File: src/pkg/spm_regs.svh
`ifndef SPM_REGS_SVH
`define SPM_REGS_SVH

// Clock and tick base, in their own units.
`define SPM_CLK_NS          8
`define SPM_TICK_NS         1000000

// Schedules and limits in milliseconds, then the counter width in bits.
`define SPM_SELFTEST_MS     400
`define SPM_BRAKE_PERIOD_MS 900
`define SPM_BRAKE_PULSE_MS  1
`define SPM_TOFF_PERIOD_MS  1000
`define SPM_DOUT_PERIOD_MS  1100
`define SPM_DOUT_PULSE_MS   1
`define SPM_DISC_MS         50
`define SPM_STOP_LIMIT_MS   5000
`define SPM_MS_W            16

// Self-test select bits.
`define SPM_NTEST           5
`define SPM_T_CPU           0
`define SPM_T_RAM           1
`define SPM_T_PARAM_CRC     2
`define SPM_T_PARAM_CONS    3
`define SPM_T_PROG_CRC      4
`define SPM_SEL_STARTUP     5'h1F
`define SPM_SEL_PERIODIC    5'h17

`endif

File: src/pkg/spm_pkg.sv
package spm_pkg;

    typedef enum logic [2:0] {
        SPM_ST_LAUNCH = 3'h1,
        SPM_ST_WAIT   = 3'h2,
        SPM_ST_IDLE   = 3'h4
    } spm_st_t;

    typedef struct packed {
        logic selftest;
        logic din;
        logic dout;
        logic enc;
        logic brake;
    } spm_fault_t;

endpackage

File: src/rtl/spm_monitor.sv
`timescale 1ns/10ps
`include "spm_regs.svh"

// How it works
// - Run all five self-tests at startup, then all but consistency under 500 ms.
// - Pulse the brake output off for 1 ms every 900 ms.
// - Toggle the torque-off test output every 1000 ms, none at startup.
// - Pulse high safe outputs low every 1100 ms.
// - Never start a brake test; flag overdue when the interval expires.
// - Channel disagreement over 50 ms raises an input or output fault.
// - Encoder position mismatch raises encoder fault and torque-off within 10 ms.
// - Invalid sine/cosine raises encoder fault and torque-off within 5 ms.
// - Brake pulse error raises brake fault, controlled stop, torque-off within 5 s.
module spm_monitor #(
    parameter int NI          = 4,
    parameter int NO          = 2,
    parameter int ENC_W       = 32,
    parameter int BT_W        = 32,
    parameter int TICK_CYCLES = `SPM_TICK_NS / `SPM_CLK_NS
) (
    // Clock and reset
    input  wire logic                  mclk,
    input  wire logic                  rstn,
    // Safe digital inputs, two channels, from pins
    input  wire logic [NI-1:0]         din_a,
    input  wire logic [NI-1:0]         din_b,
    // Safe digital outputs: command, pin drive and pin feedback
    input  wire logic [NO-1:0]         dout_req,
    output logic      [NO-1:0]         dout_a,
    output logic      [NO-1:0]         dout_b,
    input  wire logic [NO-1:0]         dout_fb_a,
    input  wire logic [NO-1:0]         dout_fb_b,
    // Brake driver
    input  wire logic                  brake_cmd,
    output logic                       brake_out,
    input  wire logic                  brake_fb,
    // Torque-off path
    output logic                       torque_off_test,
    output logic                       torque_off_state,
    output logic                       controlled_stop_then_off,
    input  wire logic                  stop_done,
    // Self-test engines
    output logic                       st_start,
    output logic [`SPM_NTEST-1:0]      st_sel,
    input  wire logic                  st_done,
    input  wire logic [`SPM_NTEST-1:0] st_fail,
    // Encoder checks
    input  wire logic                  enc_cmp_valid,
    input  wire logic [ENC_W-1:0]      enc_pos_a,
    input  wire logic [ENC_W-1:0]      enc_pos_b,
    input  wire logic                  sincos_invalid,
    // Brake test supervision
    input  wire logic [BT_W-1:0]       brake_test_interval,
    input  wire logic                  brake_test_done,
    output logic                       brake_test_overdue,
    // Faults
    input  wire logic                  fault_clear,
    output spm_pkg::spm_fault_t        fault
);

    localparam int NC = NI + NO;
    localparam int RW = 2 * NC + 1;
    localparam int TW = $clog2(TICK_CYCLES + 1);
    localparam int MW = `SPM_MS_W;

    generate
        // The brake feedback crosses two flops, so a pulse must outlast them.
        if (NI < 1 || NO < 1 || TICK_CYCLES < 3 || ENC_W < 1 || BT_W < 1) begin
            $error("spm_monitor: parameter out of range");
        end
    endgenerate

    typedef struct packed {
        spm_pkg::spm_st_t          st;
        logic                      boot;
        logic [MW-1:0]             st_cnt;
        logic                      st_start;
        logic [`SPM_NTEST-1:0]     st_sel;
        logic [TW-1:0]             tick_cnt;
        logic                      tick;
        logic [RW-1:0]             s1;
        logic [RW-1:0]             s2;
        logic [NC-1:0][MW-1:0]     dc;
        logic [MW-1:0]             bk_cnt;
        logic                      bk_pulse;
        logic                      brake_out;
        logic [MW-1:0]             to_cnt;
        logic                      to_test;
        logic [MW-1:0]             do_cnt;
        logic                      do_pulse;
        logic [NO-1:0]             dout_a;
        logic [NO-1:0]             dout_b;
        logic [BT_W-1:0]           bt_cnt;
        logic                      bt_overdue;
        logic [MW-1:0]             stop_cnt;
        logic                      stop_req;
        logic                      torque_off;
        spm_pkg::spm_fault_t       flt;
    } spm_state_t;

    spm_state_t            s;
    spm_state_t            next_s;
    logic [NC-1:0][MW-1:0] next_dc;
    logic [NC-1:0]         trip;
    logic [RW-1:0]         raw;

    // Channel A sits in the low half, channel B in the next, brake last.
    assign raw = {brake_fb, dout_fb_b, din_b, dout_fb_a, din_a};

    // Discrepancy timers: reset on agreement, saturate once past the limit.
    genvar gi;
    generate
        for (gi = 0; gi < NC; gi++) begin : g_disc
            always_comb begin
                if (s.s2[gi] == s.s2[NC + gi]) begin
                    next_dc[gi] = '0;
                end else if (s.tick && s.dc[gi] <= MW'(`SPM_DISC_MS)) begin
                    next_dc[gi] = s.dc[gi] + MW'(1);
                end else begin
                    next_dc[gi] = s.dc[gi];
                end
            end
            assign trip[gi] = s.dc[gi] > MW'(`SPM_DISC_MS);
        end
    endgenerate

    always_comb begin
        next_s          = s;
        next_s.st_start = 1'b0;
        next_s.tick     = 1'b0;
        next_s.s1       = raw;
        next_s.s2       = s.s1;
        next_s.dc       = next_dc;

        // Common millisecond tick.
        if (s.tick_cnt == TW'(TICK_CYCLES - 1)) begin
            next_s.tick_cnt = '0;
            next_s.tick     = 1'b1;
        end else begin
            next_s.tick_cnt = s.tick_cnt + TW'(1);
        end

        // Sticky faults: a clear in the same cycle as a new fault loses.
        if (fault_clear) begin
            next_s.flt = '0;
        end

        // Self-test scheduler; the period runs from one launch to the next.
        if (s.tick && s.st_cnt != MW'(`SPM_SELFTEST_MS)) begin
            next_s.st_cnt = s.st_cnt + MW'(1);
        end
        unique case (s.st)
            spm_pkg::SPM_ST_LAUNCH: begin
                next_s.st_start = 1'b1;
                next_s.st_sel   = s.boot ? `SPM_SEL_STARTUP
                                         : `SPM_SEL_PERIODIC;
                next_s.st_cnt   = '0;
                next_s.st       = spm_pkg::SPM_ST_WAIT;
            end
            spm_pkg::SPM_ST_WAIT: begin
                if (st_done) begin
                    if (|(st_fail & s.st_sel)) begin
                        next_s.flt.selftest = 1'b1;
                    end
                    next_s.boot = 1'b0;
                    next_s.st   = spm_pkg::SPM_ST_IDLE;
                end else if (s.st_cnt == MW'(`SPM_SELFTEST_MS)) begin
                    // An engine that never answers must not stall the cycle.
                    next_s.flt.selftest = 1'b1;
                    next_s.boot         = 1'b0;
                    next_s.st           = spm_pkg::SPM_ST_LAUNCH;
                end
            end
            spm_pkg::SPM_ST_IDLE: begin
                if (s.st_cnt == MW'(`SPM_SELFTEST_MS)) begin
                    next_s.st = spm_pkg::SPM_ST_LAUNCH;
                end
            end
        endcase

        // Brake test pulse; current still flowing at its end is a fault.
        if (s.tick) begin
            if (s.bk_cnt == MW'(`SPM_BRAKE_PERIOD_MS - 1)) begin
                next_s.bk_cnt = '0;
            end else begin
                next_s.bk_cnt = s.bk_cnt + MW'(1);
            end
            next_s.bk_pulse = next_s.bk_cnt < MW'(`SPM_BRAKE_PULSE_MS);
            if (s.bk_pulse && !next_s.bk_pulse && brake_cmd && s.s2[2*NC]) begin
                next_s.flt.brake = 1'b1;
            end
        end
        next_s.brake_out = brake_cmd && !next_s.bk_pulse;

        // Torque-off circuit exercise, first change one period after start.
        if (s.tick) begin
            if (s.to_cnt == MW'(`SPM_TOFF_PERIOD_MS - 1)) begin
                next_s.to_cnt  = '0;
                next_s.to_test = !s.to_test;
            end else begin
                next_s.to_cnt = s.to_cnt + MW'(1);
            end
        end

        // Safe output test pulse; only outputs that are high see it.
        if (s.tick) begin
            if (s.do_cnt == MW'(`SPM_DOUT_PERIOD_MS - 1)) begin
                next_s.do_cnt = '0;
            end else begin
                next_s.do_cnt = s.do_cnt + MW'(1);
            end
            next_s.do_pulse = next_s.do_cnt < MW'(`SPM_DOUT_PULSE_MS);
        end
        next_s.dout_a = dout_req & {NO{!next_s.do_pulse}};
        next_s.dout_b = dout_req & {NO{!next_s.do_pulse}};

        // Channel discrepancy faults.
        if (|trip[NI-1:0]) begin
            next_s.flt.din = 1'b1;
        end
        if (|trip[NC-1:NI]) begin
            next_s.flt.dout = 1'b1;
        end

        // Encoder checks react in the next cycle, far inside both limits.
        if (enc_cmp_valid && enc_pos_a != enc_pos_b) begin
            next_s.flt.enc = 1'b1;
        end
        if (sincos_invalid) begin
            next_s.flt.enc = 1'b1;
        end

        // Brake-test interval supervision; the test itself is not started.
        if (brake_test_done) begin
            next_s.bt_cnt     = '0;
            next_s.bt_overdue = 1'b0;
        end else begin
            if (s.tick && s.bt_cnt != brake_test_interval) begin
                next_s.bt_cnt = s.bt_cnt + BT_W'(1);
            end
            if (s.bt_cnt == brake_test_interval) begin
                next_s.bt_overdue = 1'b1;
            end
        end

        // Controlled stop on brake fault, torque-off once stopped or timed out.
        next_s.stop_req = next_s.flt.brake;
        if (!s.stop_req) begin
            next_s.stop_cnt = '0;
        end else if (s.tick && s.stop_cnt != MW'(`SPM_STOP_LIMIT_MS)) begin
            next_s.stop_cnt = s.stop_cnt + MW'(1);
        end
        next_s.torque_off = next_s.flt.enc || next_s.flt.din
                         || next_s.flt.dout || next_s.flt.selftest
                         || (s.stop_req && (stop_done
                             || s.stop_cnt == MW'(`SPM_STOP_LIMIT_MS)));
    end

    always_ff @(posedge mclk or negedge rstn) begin
        if (!rstn) begin
            s          <= '0;
            s.st       <= spm_pkg::SPM_ST_LAUNCH;
            s.boot     <= 1'b1;
            s.bk_cnt   <= MW'(`SPM_BRAKE_PULSE_MS);
            s.do_cnt   <= MW'(`SPM_DOUT_PULSE_MS);
        end else begin
            s <= next_s;
        end
    end

    assign dout_a                   = s.dout_a;
    assign dout_b                   = s.dout_b;
    assign brake_out                = s.brake_out;
    assign torque_off_test          = s.to_test;
    assign torque_off_state         = s.torque_off;
    assign controlled_stop_then_off = s.stop_req;
    assign st_start                 = s.st_start;
    assign st_sel                   = s.st_sel;
    assign brake_test_overdue       = s.bt_overdue;
    assign fault                    = s.flt;

endmodule

File: config.mk
export PLATFORM = sky130hd
export DESIGN_NAME = spm_monitor
export DESIGN_NICKNAME = d
export VERILOG_FILES = /design/src/pkg/spm_pkg.sv /design/src/rtl/spm_monitor.sv
export VERILOG_INCLUDE_DIRS = /design/src /design/src/pkg
export SDC_FILE = /design/constraint.sdc
export NUM_CORES = 1
export LEC_CHECK = 0
export BUFFER_PORTS_ARGS = -buffer_cell sky130_fd_sc_hd__buf_2
export CELL_PAD_IN_SITES_DETAIL_PLACEMENT = 1
export CELL_PAD_IN_SITES_GLOBAL_PLACEMENT = 1
export CORE_UTILIZATION = 33
export DETAILED_ROUTE_END_ITERATION = 8
export PLACE_DENSITY_LB_ADDON = 0.1
export SETUP_SLACK_MARGIN = 0.5
export SYNTH_ARGS = -nofsm -noshare
export SYNTH_HDL_FRONTEND = slang
export SYNTH_SLANG_ARGS = --single-unit
File: constraint.sdc
create_clock -name mclk -period 2.6 [get_ports mclk]
set_input_delay 0.13 -clock mclk [delete_from_list [all_inputs] [get_ports mclk]]
set_output_delay 0.13 -clock mclk [all_outputs]
set_load 0.02 [all_outputs]
==> reports/results.txt, run 1 <==
initial antenna violation count -> 0
die width -> 203 um
top_reg_cell synth -> dfrtp_1
max_slew headroom -> 44.3%
worst path cell trace -> ha_4 -> nand4_4 -> or4b_1 -> a221o_1 -> a22o_1 -> a2111oi_4 -> a21oi_1
share of layout cells above drive strength 1 -> 23.8%
die area -> 41300 um2
drc violations -> 0
Hold WC Path Type -> in2reg
Worst EP arrival -> 2.81 ns
Worst Setup SP -> s[96]$_DFFE_PN1P_
critical path's largest stage delay -> 0.55 ns
most common cell after layout, fill and taps aside -> dfrtp_1
nets@finish -> 1696
Core Util, Final -> 42.8%
Critical Path Fanout Max -> 2
initial DRC count -> 448
Seq/Total Area, Yosys -> 51.0%
Final setup viols -> 0
top routing layer in use -> met4
initial core utilization -> 33.5%
CTS tree -> yes
Crit path depth -> 7
worst-case register-to-register setup slack -> 0.18 ns
Ys Warns -> 0
# IOs -> 145
Crit path buffers/inverters -> 0
fin crit period -> 2.42 ns
Die Ht -> 203 um
Yosys top cell area share -> 50.2%
most frequent cells in the layout -> dfrtp_1, buf_2, nor2_1, xor2_1, nand2_1
Worst EP required -> 3.00 ns
Register-to-Register Path Depth -> 7
Synth area leader -> dfrtp_1
Seq cells post-synth -> 272
H-tree Lvls -> 2
achievable frequency -> 414 MHz
clk buf depth -> 3
Placed Cells -> 1976
Synth Instances -> 1325
end of the critical path -> brake_out$_DFF_PN0_
GPL Wtd Cong -> 0.795
cell family with most CP delay -> compound AO/OA/AOI/OAI gates
post-route setup TNS -> 0 ns
Netlist cell types -> 67
grt ovf -> 0
skew final -> 0.0170 ns
Clk Latency, worst-skew pair -> 0.55 ns
vias per cell -> 5.00
Slew Limit Fails -> 0
DR WL/cell -> 16.1 um
Netlist Area Pre-Place -> 13400 um2
Overall Power -> 9.85 mW
Final Cycle Share -> 93.0%
area grow syn2layout -> 27.7%
Mapped Nets -> 1471
syn avg cell area -> 10.1 um2
Global Route Usage Sum -> 16.7%
Worst Tran Pin Value -> 0.833 ns
first-pass GRT wire length -> 56.1 mm
top post-synthesis cells by area -> dfrtp_1, xor2_1, xnor2_1
WL met1 -> 16.0 mm
Core ar. -> 39800 um2
unrepaired setup endpoints after global routing -> true
Clock Pin Slew Worst Setup and Hold Paths -> 0.06 ns
power density over the cells -> 577 nW/um2
final hold violation count -> 0
reg2reg start -> s[96]$_DFFE_PN1P_
detailed-route via count -> 10500
MaxCap Viol Count -> 0
number of global-route vias before repair -> 10900
CP max stage cell -> dfstp_2
Layout Cells excl Fill -> 2102
status -> complete, no violations
Worst setup EP type -> flip-flop
reg2reg end -> brake_out$_DFF_PN0_
Port Buffers -> 144
Pleak -> 7.64 nW
DP Worst Slack -> 0.0958 ns
Synth async-reset ratio -> 100%
maximum VDD drop -> 0.423 mV
CTS Sinks -> 272
Detailed Place HPWL -> 22.7 mm
Post-DRT Antenna Nets -> 0
WS Path Type -> reg2reg
Final WS setup -> 0.183 ns
First-pass DRT Iterations -> 4
n_diodes -> 0
Setup crit start kind -> flip-flop
drt total wl -> 33.8 mm
number of flops mapped to enable cells by yosys -> 0
CTS root buf -> clkbuf_16
CTS buffer count -> 35
met3 WL post-DR -> 1.10 mm
Rows -> 73
metal2 WL -> 16.1 mm
largest net degree at the start of global routing -> 61
==> worst min-delay path: stages <==
cell and delay [ns]:
buf_2 0.07, o41ai_1 0.10, nand3_1 0.09, a22o_1 0.14
==> worst min-delay path by stage <==
stage / depth (start not counted) / slack [ns] / start / to
6_report: 4 / 0.04 / st_fail[1] / fault[4]$_DFF_PN0_
5_1_grt: 4 / 0.05 / st_fail[2] / fault[4]$_DFF_PN0_
4_1_cts: 4 / 0.009 / st_fail[2] / fault[4]$_DFF_PN0_
3_5_place_dp: 1 / 0.10 / rstn / s[214]$_DFF_PN0_
3_3_place_gp: 1 / 0.10 / rstn / s[208]$_DFF_PN0_
2_1_floorplan: 0 / -0.17 / rstn / brake_out$_DFF_PN0_
==> layer usage <==
metal | vias up | GRT usage (%)
met4 | 0 | 4.78
met3 | 45 | 3.20
met5 | - | 0
met1 | 5280 | 22.8
met2 | 90 | 26.8
li1 | 5090 | -
==> state kept, by name (all words and copies together) (netlist names), 2 cells and up <==
register  flops
dout_b        2
fault         5
next_s       13
s           245
st_sel        2
==> cell usage after synthesis (all sizes together), types with 7 or more instances <==
master,n
nor3,24
dfrtp,268
a21oi,52
nand2,81
nor2b,18
a41oi,7
a211oi,7
nand3,58
o21ai,54
nor3b,7
ha,21
a31oi,14
xnor2,64
nand2b,9
nor4,43
and4,8
nor2,130
mux2i,8
inv,40
o31ai,16
clkbuf,34
and3,31
and2,49
nand4,43
or4,15
xor2,112
buf,26
or3,27
==> logic make-up (layout without fill, tap and decap cells) <==
| logic type | after synthesis | in the layout | synth area share (%) |
|---|---|---|---|
| AND/OR/NAND/NOR | 555 | 555 | 22.3 |
| XOR/XNOR | 176 | 176 | 11.5 |
| buffers and inverters | 101 | 353 | 3.38 |
| flip-flops | 272 | 272 | 51.0 |
| AO/OA/AOI/OAI | 190 | 190 | 9.08 |
| multiplexers | 10 | 10 | 0.768 |
| adder cells (fa/ha/maj) | 21 | 21 | 1.97 |
==> cell type report <==
type	instances	area, um2
clock buffer	49	1020
clock inverter	15	201
fill	4500	22800
inverter	41	154
multi-input combinational	952	6510
sequential	272	6830
tap	525	657
timing repair buffer	248	1680
==> repair_timing <==
| action | CTS | global route |
|---|---|---|
| endpoints found under the setup margin | 69 | 79 |
| cloned | 1 | 4 |
| pin swaps | 14 | 37 |
| setup buffers | 9 | 25 |
| hold buffers | 23 | 0 |
| gates resized for setup | 30 | 80 |
| endpoints found under the hold margin | 212 | 0 |
==> metrics by stage <==
| step | hold WS, ns | instance area, um2 |
|---|---|---|
| floorplan | -0.166 | 13400 |
| global placement | 0.102 | 14900 |
| detailed placement | 0.102 | 14900 |
| CTS | 0.00924 | 16500 |
| global route | 0.0517 | 17100 |
| finish | 0.0415 | 17100 |
==> report_power, final <==
group,leakage [nW],internal [mW],switching (mW)
registers,3.66,4.28,0.0306
logic,3.39,0.196,0.285
clock network,0.593,3.15,1.90
total,7.64,7.63,2.22
No activity file was read; power rests on OpenSTA's default activity.
==> run 2, diff against run 1 <==
--- a/config.mk
+++ b/config.mk
@@ -6,11 +6,11 @@
 export SDC_FILE = /design/constraint.sdc
 export NUM_CORES = 1
 export LEC_CHECK = 0
-export BUFFER_PORTS_ARGS = -buffer_cell sky130_fd_sc_hd__buf_2
 export CELL_PAD_IN_SITES_DETAIL_PLACEMENT = 1
 export CELL_PAD_IN_SITES_GLOBAL_PLACEMENT = 1
 export CORE_UTILIZATION = 33
 export DETAILED_ROUTE_END_ITERATION = 8
+export DONT_BUFFER_PORTS = 1
 export PLACE_DENSITY_LB_ADDON = 0.1
 export SETUP_SLACK_MARGIN = 0.5
 export SYNTH_ARGS = -nofsm -noshare
==> run 2 against run 1 <==
Clock power fell by 7.5%. Routed wire length down 3.2%. Critical path type unchanged. Die area unchanged. Global-route usage shrank 0.53 points. Combinational power down 47%. Sequential cell count stayed put. Power fell by 6.0%. The run now ends with negative hold slack left. Cell area shrank 5.1%. Non-clock buffer count shrank 142. Clock skew up 0.0094 ns. Count of clock-buffer cells in the layout rose by 1.
==> reports/results.txt, run 2 (synthesis gave the netlist of run 1 again) <==
max_slew headroom -> 35.2% (was 44.3%)
Layout Cells excl Fill -> 1955 (was 2102)
Placed Cells -> 1825 (was 1976)
number of global-route vias before repair -> 10500 (was 10900)
clk buf depth -> 3 (unchanged)
# IOs -> 145 (unchanged)
vias per cell -> 5.10 (was 5.00)
MaxCap Viol Count -> 0 (unchanged)
Rows -> 73 (unchanged)
most common cell after layout, fill and taps aside -> dfrtp_1 (unchanged)
H-tree Lvls -> 2 (unchanged)
CP max stage cell -> dfstp_2 (unchanged)
DR WL/cell -> 16.7 um (was 16.1 um)
Worst EP arrival -> 2.87 ns (was 2.81 ns)
Final setup viols -> 0 (unchanged)
status -> finished with violations (was complete, no violations)
die width -> 203 um (unchanged)
skew final -> 0.0263 ns (was 0.0170 ns)
Core ar. -> 39800 um2 (unchanged)
CTS buffer count -> 34 (was 35)
cell family with most CP delay -> compound AO/OA/AOI/OAI gates (unchanged)
share of layout cells above drive strength 1 -> 16.0% (was 23.8%)
fin crit period -> 2.47 ns (was 2.42 ns)
power density over the cells -> 572 nW/um2 (was 577 nW/um2)
Port Buffers -> 0 (was 144)
max reg flops -> 245 (unchanged)
Clk Latency, worst-skew pair -> 0.54 ns (was 0.55 ns)
Slew Limit Fails -> 0 (unchanged)
first-pass GRT wire length -> 54.5 mm (was 56.1 mm)
Final Cycle Share -> 94.9% (was 93.0%)
register area -> 6840 um2 (was 6830 um2)
WHS -> -0.718 ns (was 0.0415 ns)
GPL Wtd Cong -> 0.784 (was 0.795)
Crit path buffers/inverters -> 0 (unchanged)
initial core utilization -> 33.5% (unchanged)
post-route setup TNS -> 0 ns (unchanged)
Post-DRT Antenna Nets -> 0 (unchanged)
drc violations -> 0 (unchanged)
Hold WC Path Type -> in2async (was in2reg)
n_diodes -> 0 (unchanged)
largest net degree at the start of global routing -> 273 (was 61)
critical path's largest stage delay -> 0.55 ns (about the same)
Largest Register -> s (unchanged)
die area -> 41300 um2 (unchanged)
Die Ht -> 203 um (unchanged)
nets@finish -> 1553 (was 1696)
First-pass DRT Iterations -> 6 (was 4)
drt total wl -> 32.7 mm (was 33.8 mm)
initial DRC count -> 333 (was 448)
Worst setup EP type -> flip-flop (unchanged)
Critical Path Fanout Max -> 2 (unchanged)
area grow syn2layout -> 21.1% (was 27.7%)
Setup crit start kind -> flip-flop (unchanged)
detailed-route via count -> 9966 (was 10500)
multi-input logic area -> 6520 um2 (was 6510 um2)
achievable frequency -> 405 MHz (was 414 MHz)
Detailed Place HPWL -> 20.8 mm (was 22.7 mm)
Fillers -> 4414 (was 4500)
failing checks -> negative hold slack
Pleak -> 7.02 nW (was 7.64 nW)
initial antenna violation count -> 0 (unchanged)
CTS Sinks -> 272 (unchanged)
Global Route Usage Sum -> 16.1% (was 16.7%)
worst path cell trace -> ha_4 -> nand4_4 -> or4b_4 -> a221o_1 -> a22o_1 -> a2111oi_4 -> o22ai_1 (was ha_4 -> nand4_4 -> or4b_1 -> a221o_1 -> a22o_1 -> a2111oi_4 -> a21oi_1)
Clock Pin Slew Worst Setup and Hold Paths -> 0.06 ns (about the same)
unrepaired setup endpoints after global routing -> true (unchanged)
Worst Tran Pin Value -> 0.965 ns (was 0.833 ns)
maximum VDD drop -> 0.362 mV (was 0.423 mV)
Worst EP required -> 3.00 ns (about the same)
final hold violation count -> 272 (was 0)
CTS tree -> yes (unchanged)
WS Path Type -> reg2reg (unchanged)
grt ovf -> 0 (unchanged)
most frequent cells in the layout -> dfrtp_1, nor2_1, xor2_1, nand2_1, buf_4 (was dfrtp_1, buf_2, nor2_1, xor2_1, nand2_1)
CTS root buf -> clkbuf_16 (unchanged)
==> run 2: cell type report <==
type / instances / area share (%)
Inverter: 41 / 0.951
Tap cell: 525 / 4.06
Multi-Input combinational cell: 952 / 40.3
Timing Repair Buffer: 106 / 5.60
Clock inverter: 9 / 0.588
Clock buffer: 50 / 6.26
Sequential cell: 272 / 42.2
==> run 2: repair_timing <==
item	4_1_cts	5_1_grt
cloned	0	2
setup endpoints to repair	58	83
hold buffers	27	1
pin swaps	7	30
setup buffers	14	27
gates resized for setup	19	90
hold endpoints to repair	329	273
==> run 2: routing by layer <==
| metal | wire [um] | part of all wire, % | track usage, % |
|---|---|---|---|
| met2 | 15200 | 46 | 25.7 |
| met3 | 901 | 2.8 | 3.24 |
| met4 | 552 | 1.7 | 4.11 |
| met5 | 0 | 0 | 0 |
| met1 | 16100 | 49 | 22.3 |
==> run 2: per-stage QoR <==
step           util [%]  hold WS (ns)  setup slack, ns  power, mW  area [um2]
6_report           40.6        -0.718            0.133       9.25       16200
5_1_grt            40.6        -0.757           0.0596       9.64       16200
4_1_cts            39.2        -0.758            0.144       9.45       15600
3_5_place_dp       35.2        -0.158            0.113       4.61       14000
3_3_place_gp       35.2        -0.158            0.116       4.61       14000
2_1_floorplan         -        -0.166           0.0918       4.58       13400
==> run 2: worst paths after layout <==
kind | to | cells past startpoint | slack, ns | start
max reg2reg | fault[0]$_DFF_PN0_ | 7 | 0.13 | s[96]$_DFFE_PN1P_
min reg2reg | s[209]$_DFF_PN0_ | 0 | 0.35 | next_s[209]$_DFF_PN0_
min in group mclk | next_s[214]$_DFF_PN0_ | 1 | 0.14 | din_b[0]
max in group asynchronous | s[112]$_DFFE_PN0P_ | 0 | 2.54 | rstn
min | next_s[214]$_DFF_PN0_ | 0 | -0.72 | rstn
max | fault[0]$_DFF_PN0_ | 7 | 0.13 | s[96]$_DFFE_PN1P_
==> run 2: power breakdown <==
group          switching (mW)  internal [mW]
Combinational           0.139          0.115
Sequential             0.0479           4.28
Clock                    1.87           2.80
Total                    2.05           7.20
